===== src/pcw_pkg.sv =====
// constants and types shared by the clock, watchdog and low-power block
package pcw_pkg;
  localparam int          MULT_W       = 4;
  localparam logic [3:0]  MULT_BYPASS  = 4'h0;
  localparam logic [3:0]  MULT_MAX     = 4'hA;
  localparam int          PLL_LOCK_CYC = 131072;
  localparam int          WD_W         = 8;
  localparam logic [7:0]  WD_MAX       = 8'hFF;
  localparam logic [7:0]  WD_KEY1      = 8'h55;
  localparam logic [7:0]  WD_KEY2      = 8'hAA;
  localparam int          WD_RST_CYC   = 512;
  localparam int          MISS_LIMIT   = 16;
  localparam int          QUAL_W       = 6;
  localparam int          PORTA_W      = 32;
  localparam logic [1:0]  LPM_IDLE     = 2'h0;
  localparam logic [1:0]  LPM_STANDBY  = 2'h1;
  typedef enum logic [1:0] {PCW_PLL_OFF, PCW_PLL_BYPASS, PCW_PLL_ENABLED} pcw_pll_mode_t;
  typedef enum logic [1:0] {PCW_RUN, PCW_IDLE, PCW_STANDBY, PCW_HALT} pcw_lp_mode_t;
endpackage : pcw_pkg


===== src/pcw_wd_if.sv =====
// watchdog signals between the top and the watchdog module
`timescale 1ns/100ps
interface pcw_wd_if;
  logic       osc_ok;
  logic       run_en;
  logic       key_wr;
  logic [7:0] key_data;
  logic [7:0] count;
  logic       expire;
  logic       reset_active;
  modport top (output osc_ok, run_en, key_wr, key_data, input count, expire, reset_active);
  modport wd  (input osc_ok, run_en, key_wr, key_data, output count, expire, reset_active);
endinterface : pcw_wd_if


===== src/pcw_clock_ctrl.sv =====
// clock control top: pll modes, core divider, limp mode, watchdog, low power
// What this block does
// - selected clock halved before core unless divider bypass bit is set.
// - pll off bit, after multiplier zero, disables pll; cpu runs from input.
// - reset, zero multiplier, or relock all give bypass with pll running.
// - non-zero multiplier: bypass until lock, then oscillator times n over two.
// - lost oscillator switches to limp clock whenever the pll off bit is clear.
// - in bypass mode, cpu clock moves to limp clock automatically unless pll off bit is set.
// - limp fallback only armed after oscillator seen at least once.
// - watchdog counter freezes while oscillator is missing.
// - clock failure resets device and sets missing clock flag.
// - 8-bit up counter; at maximum, reset low for 512 cycles.
// - key 0x55 then 0xAA clears watchdog counter.
// - in standby only watchdog runs; its interrupt can wake device.
// - in idle watchdog interrupt reaches cpu and ends idle.
// - in halt oscillator and pll stop; watchdog cannot wake.
// - mode bits 00 idle, 01 standby, 1x halt.
// - idle exits on reset, watchdog, enabled interrupt or nmi.
// - standby and halt exit sources as listed, watchdog only for standby.
// - selected port A pins qualified for programmed cycles before wake.
// - cpu clock runs in idle, stops in standby and halt.
// - output pins keep their state across low-power modes.
// - multiplier 4 bits: 0 bypass, 1 to 10 multiply, 11 to 15 reserved.
// - pll needs 131072 oscillator cycles to settle after a change.
`timescale 1ns/100ps
module pcw_clock_ctrl
  import pcw_pkg::*;
#(
  parameter int LOCK_CYCLES = PLL_LOCK_CYC
) (
  input  wire logic                mclk,
  input  wire logic                rst,
  input  wire logic                osc_present,
  input  wire logic                mult_wr,
  input  wire logic [MULT_W-1:0]   mult_wdata,
  input  wire logic                core_divider_bypass,
  input  wire logic                pll_disable_bit,
  input  wire logic                wd_enable,
  input  wire logic                wd_key_wr,
  input  wire logic [WD_W-1:0]     wd_key_data,
  input  wire logic                wd_wake_en,
  input  wire logic [1:0]          low_power_select_bits,
  input  wire logic                lp_enter,
  input  wire logic [QUAL_W-1:0]   wake_qual_cycles,
  input  wire logic [PORTA_W-1:0]  wake_pin_select,
  input  wire logic [PORTA_W-1:0]  port_a_pins,
  input  wire logic                external_nonmaskable_interrupt_n,
  input  wire logic                enabled_irq,
  input  wire logic                debugger_wake,
  input  wire logic                missing_clock_clear,
  output pcw_pll_mode_t            pll_mode,
  output logic [MULT_W-1:0]        pll_multiplier_control,
  output logic [MULT_W-1:0]        effective_multiplier,
  output logic                     core_div2_active,
  output logic                     pll_lock_flag,
  output logic                     limp_clock_select,
  output logic                     missing_clock_flag,
  output logic                     device_reset,
  output logic [WD_W-1:0]          wd_count,
  output logic                     watchdog_reset_output_n,
  output logic                     watchdog_wake_interrupt,
  output pcw_lp_mode_t             lp_mode,
  output logic                     cpu_clock_en,
  output logic                     osc_enable,
  output logic                     lp_wake
);
  import pcw_pkg::*;

  localparam int LCW = $clog2(LOCK_CYCLES + 1);

  // =====================================
  // input synchronisers
  logic [PORTA_W-1:0] pa_s1_r;
  logic [PORTA_W-1:0] pa_s2_r;
  logic [2:0]         s1_r;
  logic [2:0]         s2_r;
  logic               osc_ok;
  logic               nmi_low;
  logic               dbg_wake;

  always_ff @(posedge mclk or posedge rst) begin
    if (rst) begin
      pa_s1_r <= '1;
      pa_s2_r <= '1;
      s1_r    <= 3'h2;
      s2_r    <= 3'h2;
    end else begin
      pa_s1_r <= port_a_pins;
      pa_s2_r <= pa_s1_r;
      s1_r    <= {debugger_wake, external_nonmaskable_interrupt_n, osc_present};
      s2_r    <= s1_r;
    end
  end
  assign osc_ok   = s2_r[0];
  assign nmi_low  = !s2_r[1];
  assign dbg_wake = s2_r[2];

  // =====================================
  // pll multiplier and lock timer
  logic [LCW-1:0] lock_cnt_r;
  logic           osc_seen_r;

  function automatic logic mult_legal(input logic [MULT_W-1:0] m);
    return m <= MULT_MAX;
  endfunction : mult_legal

  always_ff @(posedge mclk or posedge rst) begin
    if (rst) begin
      // power-up counts as a relock, so the flag starts low
      pll_multiplier_control <= MULT_BYPASS;
      lock_cnt_r             <= LCW'(LOCK_CYCLES);
      pll_lock_flag          <= 1'b0;
    end else if (mult_wr && mult_legal(mult_wdata) && !core_divider_bypass) begin
      pll_multiplier_control <= mult_wdata;
      lock_cnt_r             <= LCW'(LOCK_CYCLES);
      pll_lock_flag          <= 1'b0;
    end else if (lock_cnt_r != '0) begin
      if (osc_ok) begin
        lock_cnt_r <= lock_cnt_r - 1'b1;
      end
    end else begin
      pll_lock_flag <= !pll_disable_bit;
    end
  end

  // =====================================
  // pll mode, limp select, core divider
  always_ff @(posedge mclk or posedge rst) begin
    if (rst) begin
      osc_seen_r <= 1'b0;
    end else if (osc_ok) begin
      osc_seen_r <= 1'b1;
    end
  end

  always_ff @(posedge mclk or posedge rst) begin
    if (rst) begin
      pll_mode             <= PCW_PLL_BYPASS;
      effective_multiplier <= MULT_BYPASS;
    end else begin
      if (pll_disable_bit && pll_multiplier_control == MULT_BYPASS) begin
        pll_mode             <= PCW_PLL_OFF;
        effective_multiplier <= MULT_BYPASS;
      end else if (pll_multiplier_control == MULT_BYPASS || !pll_lock_flag) begin
        pll_mode             <= PCW_PLL_BYPASS;
        effective_multiplier <= MULT_BYPASS;
      end else begin
        pll_mode             <= PCW_PLL_ENABLED;
        effective_multiplier <= pll_multiplier_control;
      end
    end
  end

  always_ff @(posedge mclk or posedge rst) begin
    if (rst) begin
      core_div2_active <= 1'b1;
    end else begin
      core_div2_active <= !core_divider_bypass;
    end
  end

  always_ff @(posedge mclk or posedge rst) begin
    if (rst) begin
      limp_clock_select <= 1'b0;
    end else begin
      // pll off bit set means no pll to limp on
      limp_clock_select <= !osc_ok && osc_seen_r && !pll_disable_bit;
    end
  end

  // =====================================
  // missing clock reset and flag
  logic [4:0] miss_cnt_r;
  logic       miss_event;
  assign miss_event = !osc_ok && osc_seen_r && miss_cnt_r == 5'(MISS_LIMIT);

  always_ff @(posedge mclk or posedge rst) begin
    if (rst) begin
      miss_cnt_r <= '0;
    end else if (osc_ok) begin
      miss_cnt_r <= '0;
    end else if (osc_seen_r && miss_cnt_r != 5'(MISS_LIMIT)) begin
      miss_cnt_r <= miss_cnt_r + 5'h01;
    end
  end

  // flag survives the device reset it causes; set beats clear
  always_ff @(posedge mclk or posedge rst) begin
    if (rst) begin
      missing_clock_flag <= 1'b0;
    end else if (miss_event) begin
      missing_clock_flag <= 1'b1;
    end else if (missing_clock_clear) begin
      missing_clock_flag <= 1'b0;
    end
  end

  // =====================================
  // watchdog
  pcw_wd_if wdb ();
  logic wd_run;
  assign wd_run       = wd_enable && lp_mode != PCW_HALT;
  assign wdb.osc_ok   = osc_ok && lp_mode != PCW_HALT;
  assign wdb.run_en   = wd_run;
  assign wdb.key_wr   = wd_key_wr;
  assign wdb.key_data = wd_key_data;

  pcw_watchdog u_wd (
    .mclk (mclk),
    .rst  (rst),
    .wdb  (wdb)
  );

  always_ff @(posedge mclk or posedge rst) begin
    if (rst) begin
      wd_count                <= '0;
      watchdog_reset_output_n <= 1'b1;
      watchdog_wake_interrupt <= 1'b0;
      device_reset            <= 1'b0;
    end else begin
      wd_count                <= wdb.count;
      watchdog_reset_output_n <= !wdb.reset_active;
      watchdog_wake_interrupt <= wdb.expire && wd_wake_en;
      device_reset            <= wdb.reset_active || miss_event;
    end
  end

  // =====================================
  // low-power modes
  logic pin_wake;

  pcw_wake_qual #(.WIDTH(PORTA_W)) u_wq (
    .mclk        (mclk),
    .rst         (rst),
    .pins_sync   (pa_s2_r),
    .select      (wake_pin_select),
    .qual_cycles (wake_qual_cycles),
    .wake        (pin_wake)
  );

  function automatic pcw_lp_mode_t lp_decode(input logic [1:0] bits);
    pcw_lp_mode_t mode;
    case (bits)
      LPM_IDLE:    mode = PCW_IDLE;
      LPM_STANDBY: mode = PCW_STANDBY;
      default:     mode = PCW_HALT;
    endcase
    return mode;
  endfunction : lp_decode

  pcw_lp_mode_t lp_next;
  logic         wake_now;
  assign lp_next = lp_decode(low_power_select_bits);

  always_comb begin
    case (lp_mode)
      PCW_RUN:     wake_now = 1'b0;
      PCW_IDLE:    wake_now = wdb.expire || enabled_irq || nmi_low;
      PCW_STANDBY: wake_now = (wdb.expire && wd_wake_en) || pin_wake
                              || dbg_wake || nmi_low;
      PCW_HALT:    wake_now = pin_wake || nmi_low || dbg_wake;
      default:     wake_now = 1'b0;
    endcase
  end

  // =====================================
  // mode register; a wake always returns to run
  always_ff @(posedge mclk or posedge rst) begin
    if (rst) begin
      lp_mode <= PCW_RUN;
    end else if (lp_mode == PCW_RUN) begin
      if (lp_enter) begin
        lp_mode <= lp_next;
      end
    end else if (wake_now) begin
      lp_mode <= PCW_RUN;
    end
  end

  // one-cycle wake pulse for the interrupt logic
  always_ff @(posedge mclk or posedge rst) begin
    if (rst) begin
      lp_wake <= 1'b0;
    end else begin
      lp_wake <= lp_mode != PCW_RUN && wake_now;
    end
  end

  // clock gates switch on the same edge as the mode
  always_ff @(posedge mclk or posedge rst) begin
    if (rst) begin
      cpu_clock_en <= 1'b1;
      osc_enable   <= 1'b1;
    end else if (lp_mode == PCW_RUN && lp_enter) begin
      cpu_clock_en <= lp_next == PCW_IDLE;
      osc_enable   <= lp_next != PCW_HALT;
    end else if (lp_mode != PCW_RUN && wake_now) begin
      cpu_clock_en <= 1'b1;
      osc_enable   <= 1'b1;
    end
  end
  // output pins are not touched here, so they hold their state
endmodule : pcw_clock_ctrl


===== src/pcw_watchdog.sv =====
// 8-bit watchdog counter with key sequence and reset pulse timer
`timescale 1ns/100ps
module pcw_watchdog
  import pcw_pkg::*;
(
  input  wire logic mclk,
  input  wire logic rst,
  pcw_wd_if.wd      wdb
);
  logic       key_armed_r;
  logic [7:0] count_r;
  logic [9:0] pulse_r;
  logic       expire_r;

  // =====================================
  // counter, frozen without oscillator
  always_ff @(posedge mclk or posedge rst) begin
    if (rst) begin
      count_r     <= 8'h00;
      key_armed_r <= 1'b0;
    end else begin
      if (wdb.key_wr) begin
        key_armed_r <= (wdb.key_data == WD_KEY1);
      end
      if (wdb.key_wr && key_armed_r && wdb.key_data == WD_KEY2) begin
        count_r <= 8'h00;
      end else if (!wdb.run_en || pulse_r != 10'h000) begin
        count_r <= 8'h00;
      end else if (wdb.osc_ok) begin
        count_r <= (count_r == WD_MAX) ? 8'h00 : count_r + 8'h01;
      end
    end
  end

  // =====================================
  // reset pulse, timed on oscillator cycles
  always_ff @(posedge mclk or posedge rst) begin
    if (rst) begin
      pulse_r  <= 10'h000;
      expire_r <= 1'b0;
    end else begin
      expire_r <= wdb.run_en && wdb.osc_ok && count_r == WD_MAX && pulse_r == 10'h000;
      if (expire_r) begin
        pulse_r <= 10'(WD_RST_CYC);
      end else if (pulse_r != 10'h000 && wdb.osc_ok) begin
        pulse_r <= pulse_r - 10'h001;
      end
    end
  end

  assign wdb.count        = count_r;
  assign wdb.expire       = expire_r;
  assign wdb.reset_active = (pulse_r != 10'h000);
endmodule : pcw_watchdog


===== src/pcw_wake_qual.sv =====
// port A wake pin qualifier: a selected pin must stay low for N cycles
`timescale 1ns/100ps
module pcw_wake_qual
  import pcw_pkg::*;
#(
  parameter int WIDTH = PORTA_W
) (
  input  wire logic              mclk,
  input  wire logic              rst,
  input  wire logic [WIDTH-1:0]  pins_sync,
  input  wire logic [WIDTH-1:0]  select,
  input  wire logic [QUAL_W-1:0] qual_cycles,
  output logic                   wake
);
  logic [QUAL_W-1:0] cnt_r;
  logic              any_low;

  assign any_low = |(~pins_sync & select);

  // =====================================
  // qualify selected low level
  always_ff @(posedge mclk or posedge rst) begin
    if (rst) begin
      cnt_r <= '0;
      wake  <= 1'b0;
    end else begin
      if (!any_low) begin
        cnt_r <= '0;
        wake  <= 1'b0;
      end else if (cnt_r >= qual_cycles) begin
        wake  <= 1'b1;
      end else begin
        cnt_r <= cnt_r + 1'b1;
      end
    end
  end
endmodule : pcw_wake_qual


===== config.mk =====
export PLATFORM = sky130hd
export DESIGN_NAME = pcw_clock_ctrl
export DESIGN_NICKNAME = d
export VERILOG_FILES = /design/src/pcw_pkg.sv /design/src/pcw_wd_if.sv /design/src/pcw_clock_ctrl.sv /design/src/pcw_watchdog.sv /design/src/pcw_wake_qual.sv
export SDC_FILE = /design/constraint.sdc
export NUM_CORES = 1
export LEC_CHECK = 0
export BUFFER_PORTS_ARGS = -buffer_cell sky130_fd_sc_hd__buf_2
export CORE_UTILIZATION = 54
export CTS_CLUSTER_DIAMETER = 30
export DETAILED_ROUTE_END_ITERATION = 8
export GPL_ROUTABILITY_DRIVEN = 0
export PLACE_DENSITY = 0.79
export SKIP_LAST_GASP = 1
export SYNTH_ARGS = -nofsm -noshare
export SYNTH_HDL_FRONTEND = slang
export SYNTH_SLANG_ARGS = --single-unit
export TNS_END_PERCENT = 50

===== constraint.sdc =====
create_clock -name mclk -period 5.6 [get_ports mclk]
set_input_delay 0.84 -clock mclk [delete_from_list [all_inputs] [get_ports mclk]]
set_output_delay 0.84 -clock mclk [all_outputs]
set_load 0.02 [all_outputs]

* Word level (Yosys, flattened, before mapping)
Index checks and enable logic that the tools add are counted.
** Word-level totals
- Bits in registers :: 151
- Input port bits :: 98
- Output and inout bits :: 30
- Word-level logic and storage cells :: 137
** Operators by class
- Add/subtract/negate cells :: 5
- Order comparisons :: 2
- Eq/ne operators :: 16
- Muxes and demuxes :: 31
- Bitwise operators :: 2
- Reductions and logical operators :: 53
** Operators with widths (number)
- $mux W18 :: 3
- $and A32 B32 Y32 :: 1
- $mux W8 :: 4
- $not A32 Y32 :: 1
- $reduce_or A32 Y1 :: 1
- $mux W10 :: 2
- $logic_and A1 B1 Y1 :: 18
- $reduce_bool A18 Y1 :: 1
- $sub A18 B1 Y18 const B :: 1
- $eq A8 B8 Y1 const B :: 2
- $reduce_bool A2 Y1 :: 8
- $mux W6 :: 2
- $ne A2 B2 Y1 const B :: 6
- $logic_not A10 Y1 :: 1
- $logic_or A1 B1 Y1 :: 10
- $mux W2 :: 5
- $mux W5 :: 2
- $reduce_bool A10 Y1 :: 1
- $sub A10 B1 Y10 const B :: 1
- $mux W1 :: 9
- $add A8 B1 Y8 const B :: 1
- $eq A8 B7 Y1 const B :: 1
- $mux W4 :: 2
- $logic_not A1 Y1 :: 7
- 14 further kinds :: 19

* Longest topological paths before layout
Gate-level depths: netlist (run 1).
- Word-level depth :: 8
- Gate-level depth with buffers :: 8
- Depth with buffers taken out :: 7

* Cells and area by module
A second synthesis (run 1) with hierarchy kept.
** Second synthesis, totals
- Cell total of the unflattened synthesis :: 532
- Area total of the unflattened synthesis :: 6182.2 um^2
** By module, submodules not included
- pcw_clock_ctrl :: instances 1, cells each 316, area each 4359.2 um^2, sequential area each 3193.1 um^2
- pcw_watchdog :: instances 1, cells each 112, area each 1079.8 um^2, sequential area each 500.5 um^2
- pcw_wake_qual :: instances 1, cells each 104, area each 743.2 um^2, sequential area each 175.2 um^2

* Worst setup path after synthesis (run 1)
Ideal clock, no wire load.
- Kind :: input to register
- Start :: input port wake_qual_cycles[2]
- End :: register u_wq.cnt_r[5]
- Setup time :: 0.078 ns
- Arrival time :: 2.393 ns
- Data required time :: 5.522 ns
- Path slack :: 3.130 ns
- Stages on the path :: 7
- Buffers on the path :: 0
- Cells stage by stage :: inv_1 ha_1 a21oi_1 o21ai_0 a211o_1 or4_1 a21oi_1
** On the way
- Longest elaborated chain between the ends :: 2
** RTL lines
- from (decl) :: RTL line pcw_clock_ctrl.sv:44 : input wire logic [QUAL_W-1:0] wake_qual_cycles,
- $ge A6 B6 Y1 :: RTL line pcw_wake_qual.sv:30 : end else if (cnt_r >= qual_cycles) begin
- $ne A2 B2 Y1 (no source line)
- to (signal assigned) :: RTL line pcw_wake_qual.sv:33 : cnt_r <= cnt_r + 1'b1;
- to (decl) :: RTL line pcw_wake_qual.sv:15 : logic [QUAL_W-1:0] cnt_r;
No other way between the ends.
A chain may end at the register's enable or synchronous reset.

* Final worst setup path (run 1)
- Start :: register s2_r[0]
- End :: register lock_cnt_r[11]
** On the way
- Longest elaborated chain between the ends :: 2
** RTL lines
- from (decl) :: RTL line pcw_clock_ctrl.sv:76 : logic [2:0] s2_r;
- from (signal assigned) :: RTL line pcw_clock_ctrl.sv:91 : s2_r <= s1_r;
- $reduce_bool A2 Y1 (no source line)
- $reduce_and A2 Y1 (no source line)
- to (signal assigned) :: RTL line pcw_clock_ctrl.sv:111 : lock_cnt_r <= LCW'(LOCK_CYCLES);
- to (signal assigned) :: RTL line pcw_clock_ctrl.sv:115 : lock_cnt_r <= LCW'(LOCK_CYCLES);
- to (signal assigned) :: RTL line pcw_clock_ctrl.sv:119 : lock_cnt_r <= lock_cnt_r - 1'b1;
- to (decl) :: RTL line pcw_clock_ctrl.sv:100 : logic [LCW-1:0] lock_cnt_r;
No other way between the ends.

==> results of run 1 <==
[per-stage QoR]
step | cells | util (%) | area (um^2) | hold WS (ns)
after detailed placement | 761 | 63.1 | 6870 | 0.338
after global placement | 761 | 63.1 | 6870 | 0.333
after floorplan | 501 | - | 6080 | 0.331
after CTS | 792 | 68.6 | 7470 | 0.352
final | 792 | 68.6 | 7470 | 0.352
after global routing | 792 | 68.6 | 7470 | 0.355
[how the worst max path moves through the flow]
stage,start,to,slack [ns],cells past startpoint
2_1_floorplan,rst,device_reset,0.81,1
3_3_place_gp,wake_qual_cycles[2],u_wq.cnt_r[5],2.98,8
3_5_place_dp,wake_qual_cycles[2],u_wq.cnt_r[5],2.90,8
4_1_cts,s2_r[0],lock_cnt_r[11],3.06,5
5_1_grt,s2_r[0],lock_cnt_r[9],2.93,5
6_report,s2_r[0],lock_cnt_r[11],3.07,5
[registers in the layout (all words and copies together), names as in the netlist, 3 cells and up]
name / count
lock_cnt_r: 18
s1_r: 3
u_wd.wdb.count: 8
s2_r: 3
u_wq.cnt_r: 6
effective_multiplier: 4
pa_s2_r: 32
u_wd.pulse_r: 10
pll_multiplier_control: 4
miss_cnt_r: 5
pa_s1_r: 32
wd_count: 8
[final cells by class]
| cell class | instances | area [um^2] |
|---|---|---|
| timing repair buffer | 129 | 651 |
| clock buffer | 20 | 489 |
| multi-input combinational | 292 | 1990 |
| fill | 786 | 3420 |
| inverter | 49 | 189 |
| sequential | 151 | 3870 |
| tap | 140 | 175 |
| clock inverter | 11 | 108 |
[cells in the mapped netlist, drive strengths merged, types with 3 or more instances]
master | count | area [um^2]
nand4 | 9 | 56.3
nand2 | 20 | 75.1
mux2i | 5 | 50.1
mux2 | 3 | 33.8
clkbuf | 7 | 26.3
nor4bb | 3 | 30.0
a2111oi | 5 | 100
dfstp | 72 | 1890
nor3 | 12 | 60.1
nand4b | 5 | 43.8
o22ai | 14 | 87.6
a211oi | 6 | 57.6
nor2 | 57 | 214
nor2b | 6 | 37.5
nand3 | 6 | 30.0
and2 | 6 | 37.5
a21oi | 14 | 70.1
ha | 16 | 200
or2 | 3 | 18.8
o21ai | 9 | 45.0
nor4 | 8 | 56.3
and3 | 5 | 31.3
nor3b | 3 | 22.5
or3 | 4 | 25.0
xor2 | 16 | 140
inv | 49 | 184
xnor2 | 16 | 140
nand2b | 13 | 81.3
dfrtp | 79 | 1980
[kinds of logic (layout without fill, tap and decap cells)]
family                   count (synthesis)  after routing  share of synthesized area, %
flip-flops                             151            151                          63.6
buffers and inverters                   58            209                          3.70
AO/OA/AOI/OAI                           65             65                          8.19
XOR/XNOR                                32             32                          4.61
AND/OR/NAND/NOR                        171            171                          15.2
multiplexers                             8              8                          1.38
adder cells (fa/ha/maj)                 16             16                          3.29
[metal layers]
layer  part of all wire [%]  track usage (%)
met5                      0                0
met2                     50             35.9
met3                    4.3             5.24
met4                    1.2             8.41
met1                     44             28.2
[power by group]
| part | internal, W | total [W] | switching [W] |
|---|---|---|---|
| Clock | 0.000671 | 0.00110 | 0.000432 |
| Sequential | 0.00125 | 0.00138 | 0.000130 |
| Combinational | 0.000285 | 0.000680 | 0.000395 |
| Total | 0.00221 | 0.00316 | 0.000957 |
[critical path, delay by kind of cell, from the launching register on]
kind	cells	cell delay, ns
simple gates	2	1.07
flops	1	0.69
compound gates	3	0.66
==> summary.md, run 1 <==
Kind of end point of the critical path: a flip-flop. The count of max-cap constraint violations came out at 0. In this run the standard cell core region covers 10900 um^2.

The worst hold path terminates at pa_s2_r[3]. The final count of negative-setup-slack endpoints was 0; the number of nets with antenna violations after detailed routing was 0. The die is 108 um wide.

After detailed routing, the number of vias per cell comes to 5.23. The tools report the startpoint of the worst-slack reg-to-reg timing path as s2_r[0]. The logs give 55 for the number of different library cells in the post-synthesis netlist and 4 for the total number of H-tree levels.

Number of antenna violations at the first check in global routing: 0. The number of flops mapped to enable cells by yosys came out at 0. For this configuration, the core starts out at a cell density of 55.9%. Timing would allow up to 0.396 GHz. The largest voltage drop on the vdd net is 0.215 mV, and the final total power is 0.00316 W. The antenna cell count is 0, and the synthesized area per cell is 12.1 um^2.

By startpoint and endpoint, the worst setup path is classified as reg -> reg. The run finished with clean final reports. Traced cell by cell, the critical path runs through or4b_4 > or4_4 > a211oi_4 > a21oi_1 > a31o_1. Counting along the longest clock path gives a buffer depth of 2. Buffers inserted during clock tree synthesis total 17.

After clock tree synthesis, the clock-pin slew on the worst setup and hold paths is 0.06 ns. For the all-layer global routing usage, the log shows 21.9%. Once detailed placement completed, the half-perimeter wirelength came to 8090 um. For this run, the slowest stage of the critical path takes 0.69 ns.

The wire length after detailed routing was 11800 um; the number of violations reported at the end of detailed-routing iteration 0 was 218. 128 I/O pins were placed. TritonCTS built the clock tree. Entering global routing, the biggest net connects 78 pins. Compared with the post-synthesis result, the final layout area differs by 22.8%.

Measured along the y axis, the die boundary spans 108 um. The min-delay analysis places its worst path in the category reg -> reg. The clock arrives with 0.00714 ns of skew. The run gives 501 as the gate count after technology mapping. The final critical-path setup slack is 3.07 ns.

After detailed routing, the number of remaining DRC violations is 0. Dividing total power by cell area gives a power density of 424 nW/um^2. The die covers 11700 um^2. The average detailed-routed wire length per instance came out at 14.9 um. The number of nets in the layout came out at 754. The post-route netlist has 38.0% of its cells at a drive strength greater than 1. The tree is rooted in a clkbuf_8. The most common flop cell mapped by yosys is dfrtp_1. The tools report the reg2reg setup slack as 3.07 ns. For the global-route wire length before repair, the log shows 19300 um.

For this run, the detailed router's first-pass iteration total came to 4. Along the worst path, the maximum fanout reaches 19. The number of gates resized after CTS is 0, and the path depth of the worst reg2reg path is 5.

The remaining global-route overflow is 0, and the worst slew margin relative to its limit is 40.0%. The total vias in the final route is 4145. For the pin with the worst max-slew slack, the measured transition is 0.901 ns.

The number of global-route vias before repair is 4135. Of all flip-flops after synthesis, the portion carrying an async set or reset was 100%. Data arrives at the worst endpoint at 2.93 ns. The start point of the worst hold path is pa_s1_r[3]. The final critical path takes up 45.1% of the cycle. The number of warning messages in the yosys log is 0. Among all stages on the critical path, the largest delay is contributed by dfrtp_1.

The startpoint kind of the worst setup timing path was a flip-flop. For the finished layout, the period the worst path requires is 2.53 ns. The clock reaches the later pin of the worst-skew pair after 0.51 ns. The run gives 0 as the number of hold-slack violations in the final timing report. The run gives 6080 um^2 as the post-synthesis cell area. The synthesized net count came out at 615. Before CTS, the worst setup slack after placement is 2.90 ns. The number of instances on the worst hold path came out at 0. Of the synthesized area, sequential elements account for 63.6%. For this design the static power due to leakage is 3.55 nW. Leaving out fill and tap cells, the most frequent cells in the layout are 127 x buf_2, 79 x dfrtp_1, 72 x dfstp_2, 57 x nor2_1, 48 x inv_1.

STA puts the critical path data required time at 6.00 ns. The buffer count from post-CTS setup fixing was 0. The clock net in this run drives a total of 151 sinks.

The synthesized design contains 151 register bits. The count of buffers added on input and output ports is 127. The cts-stage hold buffer count is 0.

The count of standard-cell rows was 38. Leaving out fill and tap cells, the most frequent cell in the layout is buf_2. Sum of negative setup slack: 0 ns.

The tools report the final number of max-transition violations as 0. The endpoint identified for the worst register-to-register timing path is lock_cnt_r[11]. Setup repair after global routing left no endpoint under its margin.
Power figures use the tool's default switching activity.
==> inputs of run 2 (changes only) <==
--- a/config.mk
+++ b/config.mk
@@ -5,12 +5,13 @@
 export SDC_FILE = /design/constraint.sdc
 export NUM_CORES = 1
 export LEC_CHECK = 0
+export ABC_AREA = 1
 export BUFFER_PORTS_ARGS = -buffer_cell sky130_fd_sc_hd__buf_2
-export CORE_UTILIZATION = 54
+export CORE_UTILIZATION = 50
 export CTS_CLUSTER_DIAMETER = 30
 export DETAILED_ROUTE_END_ITERATION = 8
 export GPL_ROUTABILITY_DRIVEN = 0
-export PLACE_DENSITY = 0.79
+export PLACE_DENSITY = 0.76
 export SKIP_LAST_GASP = 1
 export SYNTH_ARGS = -nofsm -noshare
 export SYNTH_HDL_FRONTEND = slang
==> constraint.sdc (replaced) <==
create_clock -name mclk -period 2.1 [get_ports mclk]
set_input_delay 0.315 -clock mclk [delete_from_list [all_inputs] [get_ports mclk]]
set_output_delay 0.315 -clock mclk [all_outputs]
set_load 0.02 [all_outputs]
==> run 2 against run 1 <==
  * Wire length is 7.7% higher
  * Global-route usage fell by 0.89 points
  * Count of clock-buffer cells in the layout did not move
  * Sequential share of layout area fell by 4.9 points
  * Hold slack worse by 0.33 ns
  * Non-clock buffer count is 37 higher
  * Total power grew to 2.8 times the previous value
  * Synthesized cell count rose by 33%
  * Critical endpoint is now u_wq.cnt_r[1]
  * Largest power group unchanged
==> summary.md, run 2 <==
The placed cell count was 960 (+26%); the count of standard-cell rows was 41 (+7.9%). The number of nets in the layout is 957 (+27%). The synthesized design spends more area on one cell type than any other, namely dfrtp_1. The part of the cycle the worst path needs is 87.2% (+42 points), and the critical path required time is 2.45 ns (-3.55 ns).

The antenna cell count is 0 (unchanged). The tools report the all-layer global routing usage as 21.0% (-0.89 points). The die span in y is 115 um (+6.7%). The worst-margin pin slew is 0.508 ns (-0.393 ns), and the number of nets with antenna violations after detailed routing is 0 (unchanged). The number of buffers added on ports was 127 (unchanged). The synthesized-area fraction occupied by ao, oa, aoi and oai cells was 5.91% (-2.3 points). Setup repair after global routing left no endpoint under its margin. The source-to-sink clock delay at the later pin of the worst-skew pair was 0.41 ns (-0.10 ns); the flip-flop and latch count after synthesis was 151 (unchanged). TritonCTS built the clock tree.

Leakage dissipation: 4.32 nW (+22%). The upper clock frequency limit is 0.546 GHz (+38%), and the number of different library cells in the post-synthesis netlist is 35 (-36%). The tools report the buffer count from post-CTS setup fixing as 0 (unchanged). The logs give 23.6% (+2.1 points) for the proportion of power drawn by combinational gates and 96 (+23%) for the pin count of the biggest net entering global routing. The count of max-cap constraint violations is 0 (unchanged), and the initial core utilization is 51.2% (-4.7 points). The average vias per placed instance was 4.67 (-11%).

The wire length after detailed routing was 12700 um (+7.7%). The number of detailed-routing iterations run before antenna repair came out at 4 (unchanged). The synthesized area per cell was 9.67 um^2 (-20%).

Sum of negative setup slack: 0 ns (unchanged). The mux share of post-synthesis cell area was 0.156% (-1.2 points); the register area was 3870 um^2 (unchanged). The final design instance area without fill was 8250 um^2 (+11%); the adder and majority gate portion of the synthesized area was 3.11% (-0.18 points).

Master of the slowest instance on the critical path: dfrtp_1. The number of global-route vias before repair came out at 4725 (+14%). The run gives 60.2% (-3.5 points) as the sequential-to-total area share from yosys stat.

The half-perimeter wire length after placement came out at 8590 um (+6.2%). The portion of synthesized cell area occupied by the leading cell type was 30.7% (-1.8 points). The critical path start-end classification is reg -> reg. The logs give 0 (unchanged) for the number of warning messages in the yosys log and 665 (+33%) for the gate count after technology mapping. The maximum fanout encountered on the critical timing path came out at 7 (-12). For the number of hold-slack violations in the final timing report, the log shows 0 (unchanged). The largest clock skew in the final design came out at 0.00726 ns (+0.000117 ns).

The clock network power share is 34.9% (about the same). CTS placed an instance of clkbuf_16 at the clock tree root. The number of violations reported at the end of detailed-routing iteration 0 is 233 (+6.9%), and the final count of negative-setup-slack endpoints is 0 (unchanged). The minimum clock period works out to 1.83 ns (-0.696 ns).

The worst setup path is captured at a flip-flop. The synthesized net count was 779 (+27%). Number of flops mapped to enable cells by yosys: 0 (unchanged).

Compared with the post-synthesis result, the final layout area differs by 28.3%. The worst min-delay path category was in -> reg. STA classifies the critical path startpoint as a flip-flop.

The run finished with clean final reports. Switching power: 0.00284 W (+200%). The worst slew margin relative to its limit came out at 66.2% (+26 points).

For the total vias in the final route, the log shows 4802 (+16%). The largest buffer count on any clock path was 2 (unchanged); the area of the multi-input gates was 2080 um^2 (+4.6%). By instance count, the leading cell after synthesis is nand2_1. The number of antenna violations at the first check in global routing was 0 (unchanged); the width of the chip was 115 um (+6.7%). The library cell used most frequently in the layout, excluding fill and tap cells, is buf_2. The number of buffers created by CTS is 17 (unchanged).

The main combinational cell family by area after synthesis is simple AND/OR/NAND/NOR gates. The number of fill cells in the layout came out at 977 (+24%). The final cell utilization of the core was 65.7% (-2.9 points).

The total number of H-tree levels came out at 4 (unchanged). The largest registers in the layout are pa_s1_r: 32 flops, pa_s2_r: 32 flops, lock_cnt_r: 18 flops. The post-synthesis share of cell area spent on xor and xnor gates was 2.32% (-2.3 points). The number of clock sinks is 151 (unchanged), and the post-place instance area is 7270 um^2 (+5.8%). Leaving out fill and tap cells, the most frequent cells in the layout are 127 x buf_2, 121 x nand2_1, 109 x inv_1, 79 x nor2_1, 79 x dfrtp_1. The arrival time at the worst endpoint is 2.18 ns (-0.75 ns). The floorplan core area is 12600 um^2 (+15%).

For the remaining global-route overflow, the log shows 0 (unchanged). The longest individual stage delay on the worst path works out to 0.41 ns (-0.28 ns). The area share of and/or/nand/nor cells after synthesis is 20.8% (+5.6 points). The cell that appears most often on the critical path is inv_1. The total power density per cell area works out to 1070 nW/um^2 (+150%). Post-CTS clock slew at the launch and capture registers of the worst setup and hold paths: 0.06 ns (about the same). By count the netlist is led by 121 x nand2_1, 110 x inv_1, 79 x dfrtp_1, 79 x nor2_1, 72 x dfstp_2.

The final number of max-transition violations was 0 (unchanged). The number of gates resized after CTS was 0 (unchanged); the internal power was 0.00603 W (+170%). The fraction of synthesis flops using an asynchronous set or reset pin was 100% (unchanged); the global-route wire length before repair was 21200 um (+9.7%). The post-route DRC violation count is 0 (unchanged), and the share of layout cells above drive strength 1 is 31.3% (-6.7 points). For the largest voltage drop on the vdd net, the log shows 0.597 mV (+180%). The portion of total power attributed to sequential cells is 41.5% (-2.1 points).

The critical path goes through inv_1 > ha_1 > inv_1 > a21boi_0 > o21ai_0 > nand2_1 > inv_1 > nand3_1 > nand2_1. The fraction of power spent switching nets came out at 32.0% (+1.7 points). The most common flop cell mapped by yosys was dfrtp_1. The tools report the final non-filler cell total as 1028 (+30%).

The average detailed-routed wire length per instance came out at 12.4 um (-17%). Post-synthesis cell area: 6430 um^2 (+5.7%). Ranked by total cell area, the synthesized netlist is headed by dfrtp_1 31%, dfstp_2 29%, nand2_1 7.1%, inv_1 6.4%, nor2_1 4.6%. The logs give 128 (unchanged) for the total I/O pin count and 13300 um^2 (+14%) for the total die area.
[run 2: cell types whose count changed after synthesis, moves of 6 or more]
| cell | change |
|---|---|
| nand3_1 | +48 |
| xnor2_1 | -12 |
| and2_1 | -6 |
| o21ai_0 | +22 |
| nand2_2 | +12 |
| nand2_1 | +101 |
| nor2_1 | +22 |
| o21ai_2 | +8 |
| nand2b_1 | -13 |
| nor2b_1 | -6 |
| inv_1 | +61 |
| o22ai_1 | -6 |
[run 2: worst max-delay path, delay by kind of cell (launching register included)]
family	cells	cell delay [ns]
and+or+nand+nor	3	0.44
DFF	1	0.41
buffers and inverters	3	0.33
AOI/OAI and AO/OA	2	0.31
adders and majority gates	1	0.27
[run 2: worst paths after layout]
| kind | from | to | slack (ns) | depth (start not counted) |
|---|---|---|---|---|
| max | u_wq.cnt_r[0] | u_wq.cnt_r[1] | 0.27 | 9 |
| min reg2reg | s1_r[0] | s2_r[0] | 0.35 | 0 |
| min | core_divider_bypass | core_div2_active | 0.02 | 2 |
| max in group asynchronous | rst | pa_s2_r[29] | 1.02 | 4 |
| max reg2reg | u_wq.cnt_r[0] | u_wq.cnt_r[1] | 0.27 | 9 |
| min in group asynchronous | rst | s1_r[2] | 0.60 | 4 |
[run 2: layout make-up]
cell class	count	area share, %
repair buffers	166	12.6
clock buffers	20	6.06
clock inverters	12	1.47
flip-flops and latches	151	46.9
inverters	111	5.15
well taps	172	2.61
multi-input cells	396	25.2
[run 2: per-layer routing]
metal	vias up	track usage, %	routed length [um]
met5	-	0	0
met4	0	7.97	232
met3	19	6.33	714
met2	118	34.5	6060
met1	2218	26.2	5690
li1	2447	-	-
[run 2: power groups by stage]
stage | clock [W] | combinational [W] | sequential (W)
after floorplan | 0 | 0.00146 | 0.00373
after global placement | 0 | 0.00196 | 0.00371
after detailed placement | 0 | 0.00201 | 0.00371
after CTS | 0.00317 | 0.00210 | 0.00367
after global routing | 0.00331 | 0.00239 | 0.00373
final | 0.00309 | 0.00210 | 0.00368
[run 2: cells by family (layout without fill, tap and decap cells)]
family                     Yosys count  in the layout
AOI/OAI and AO/OA                   65             65
xor gates and xnor gates            17             17
adders and majority gates           16             16
buffers and inverters              118            309
DFF                                151            151
muxes                                1              1
and+or+nand+nor                    297            297
[run 2: metrics by stage]
| stage | hold WS, ns | worst slack (ns) | total power (W) |
|---|---|---|---|
| detailed placement | 0.337 | 0.345 | 0.00573 |
| floorplan | 0.319 | -0.0592 | 0.00520 |
| CTS | 0.00468 | 0.292 | 0.00894 |
| global placement | 0.333 | 0.442 | 0.00566 |
| finish | 0.0226 | 0.268 | 0.00887 |
| global route | 0.00762 | 0.145 | 0.00942 |
[run 2: repair_timing]
item                                   4_1_cts  5_1_grt
setup endpoints to repair                    0        0
endpoints found under the hold margin       36        0
hold buffers                                36        0
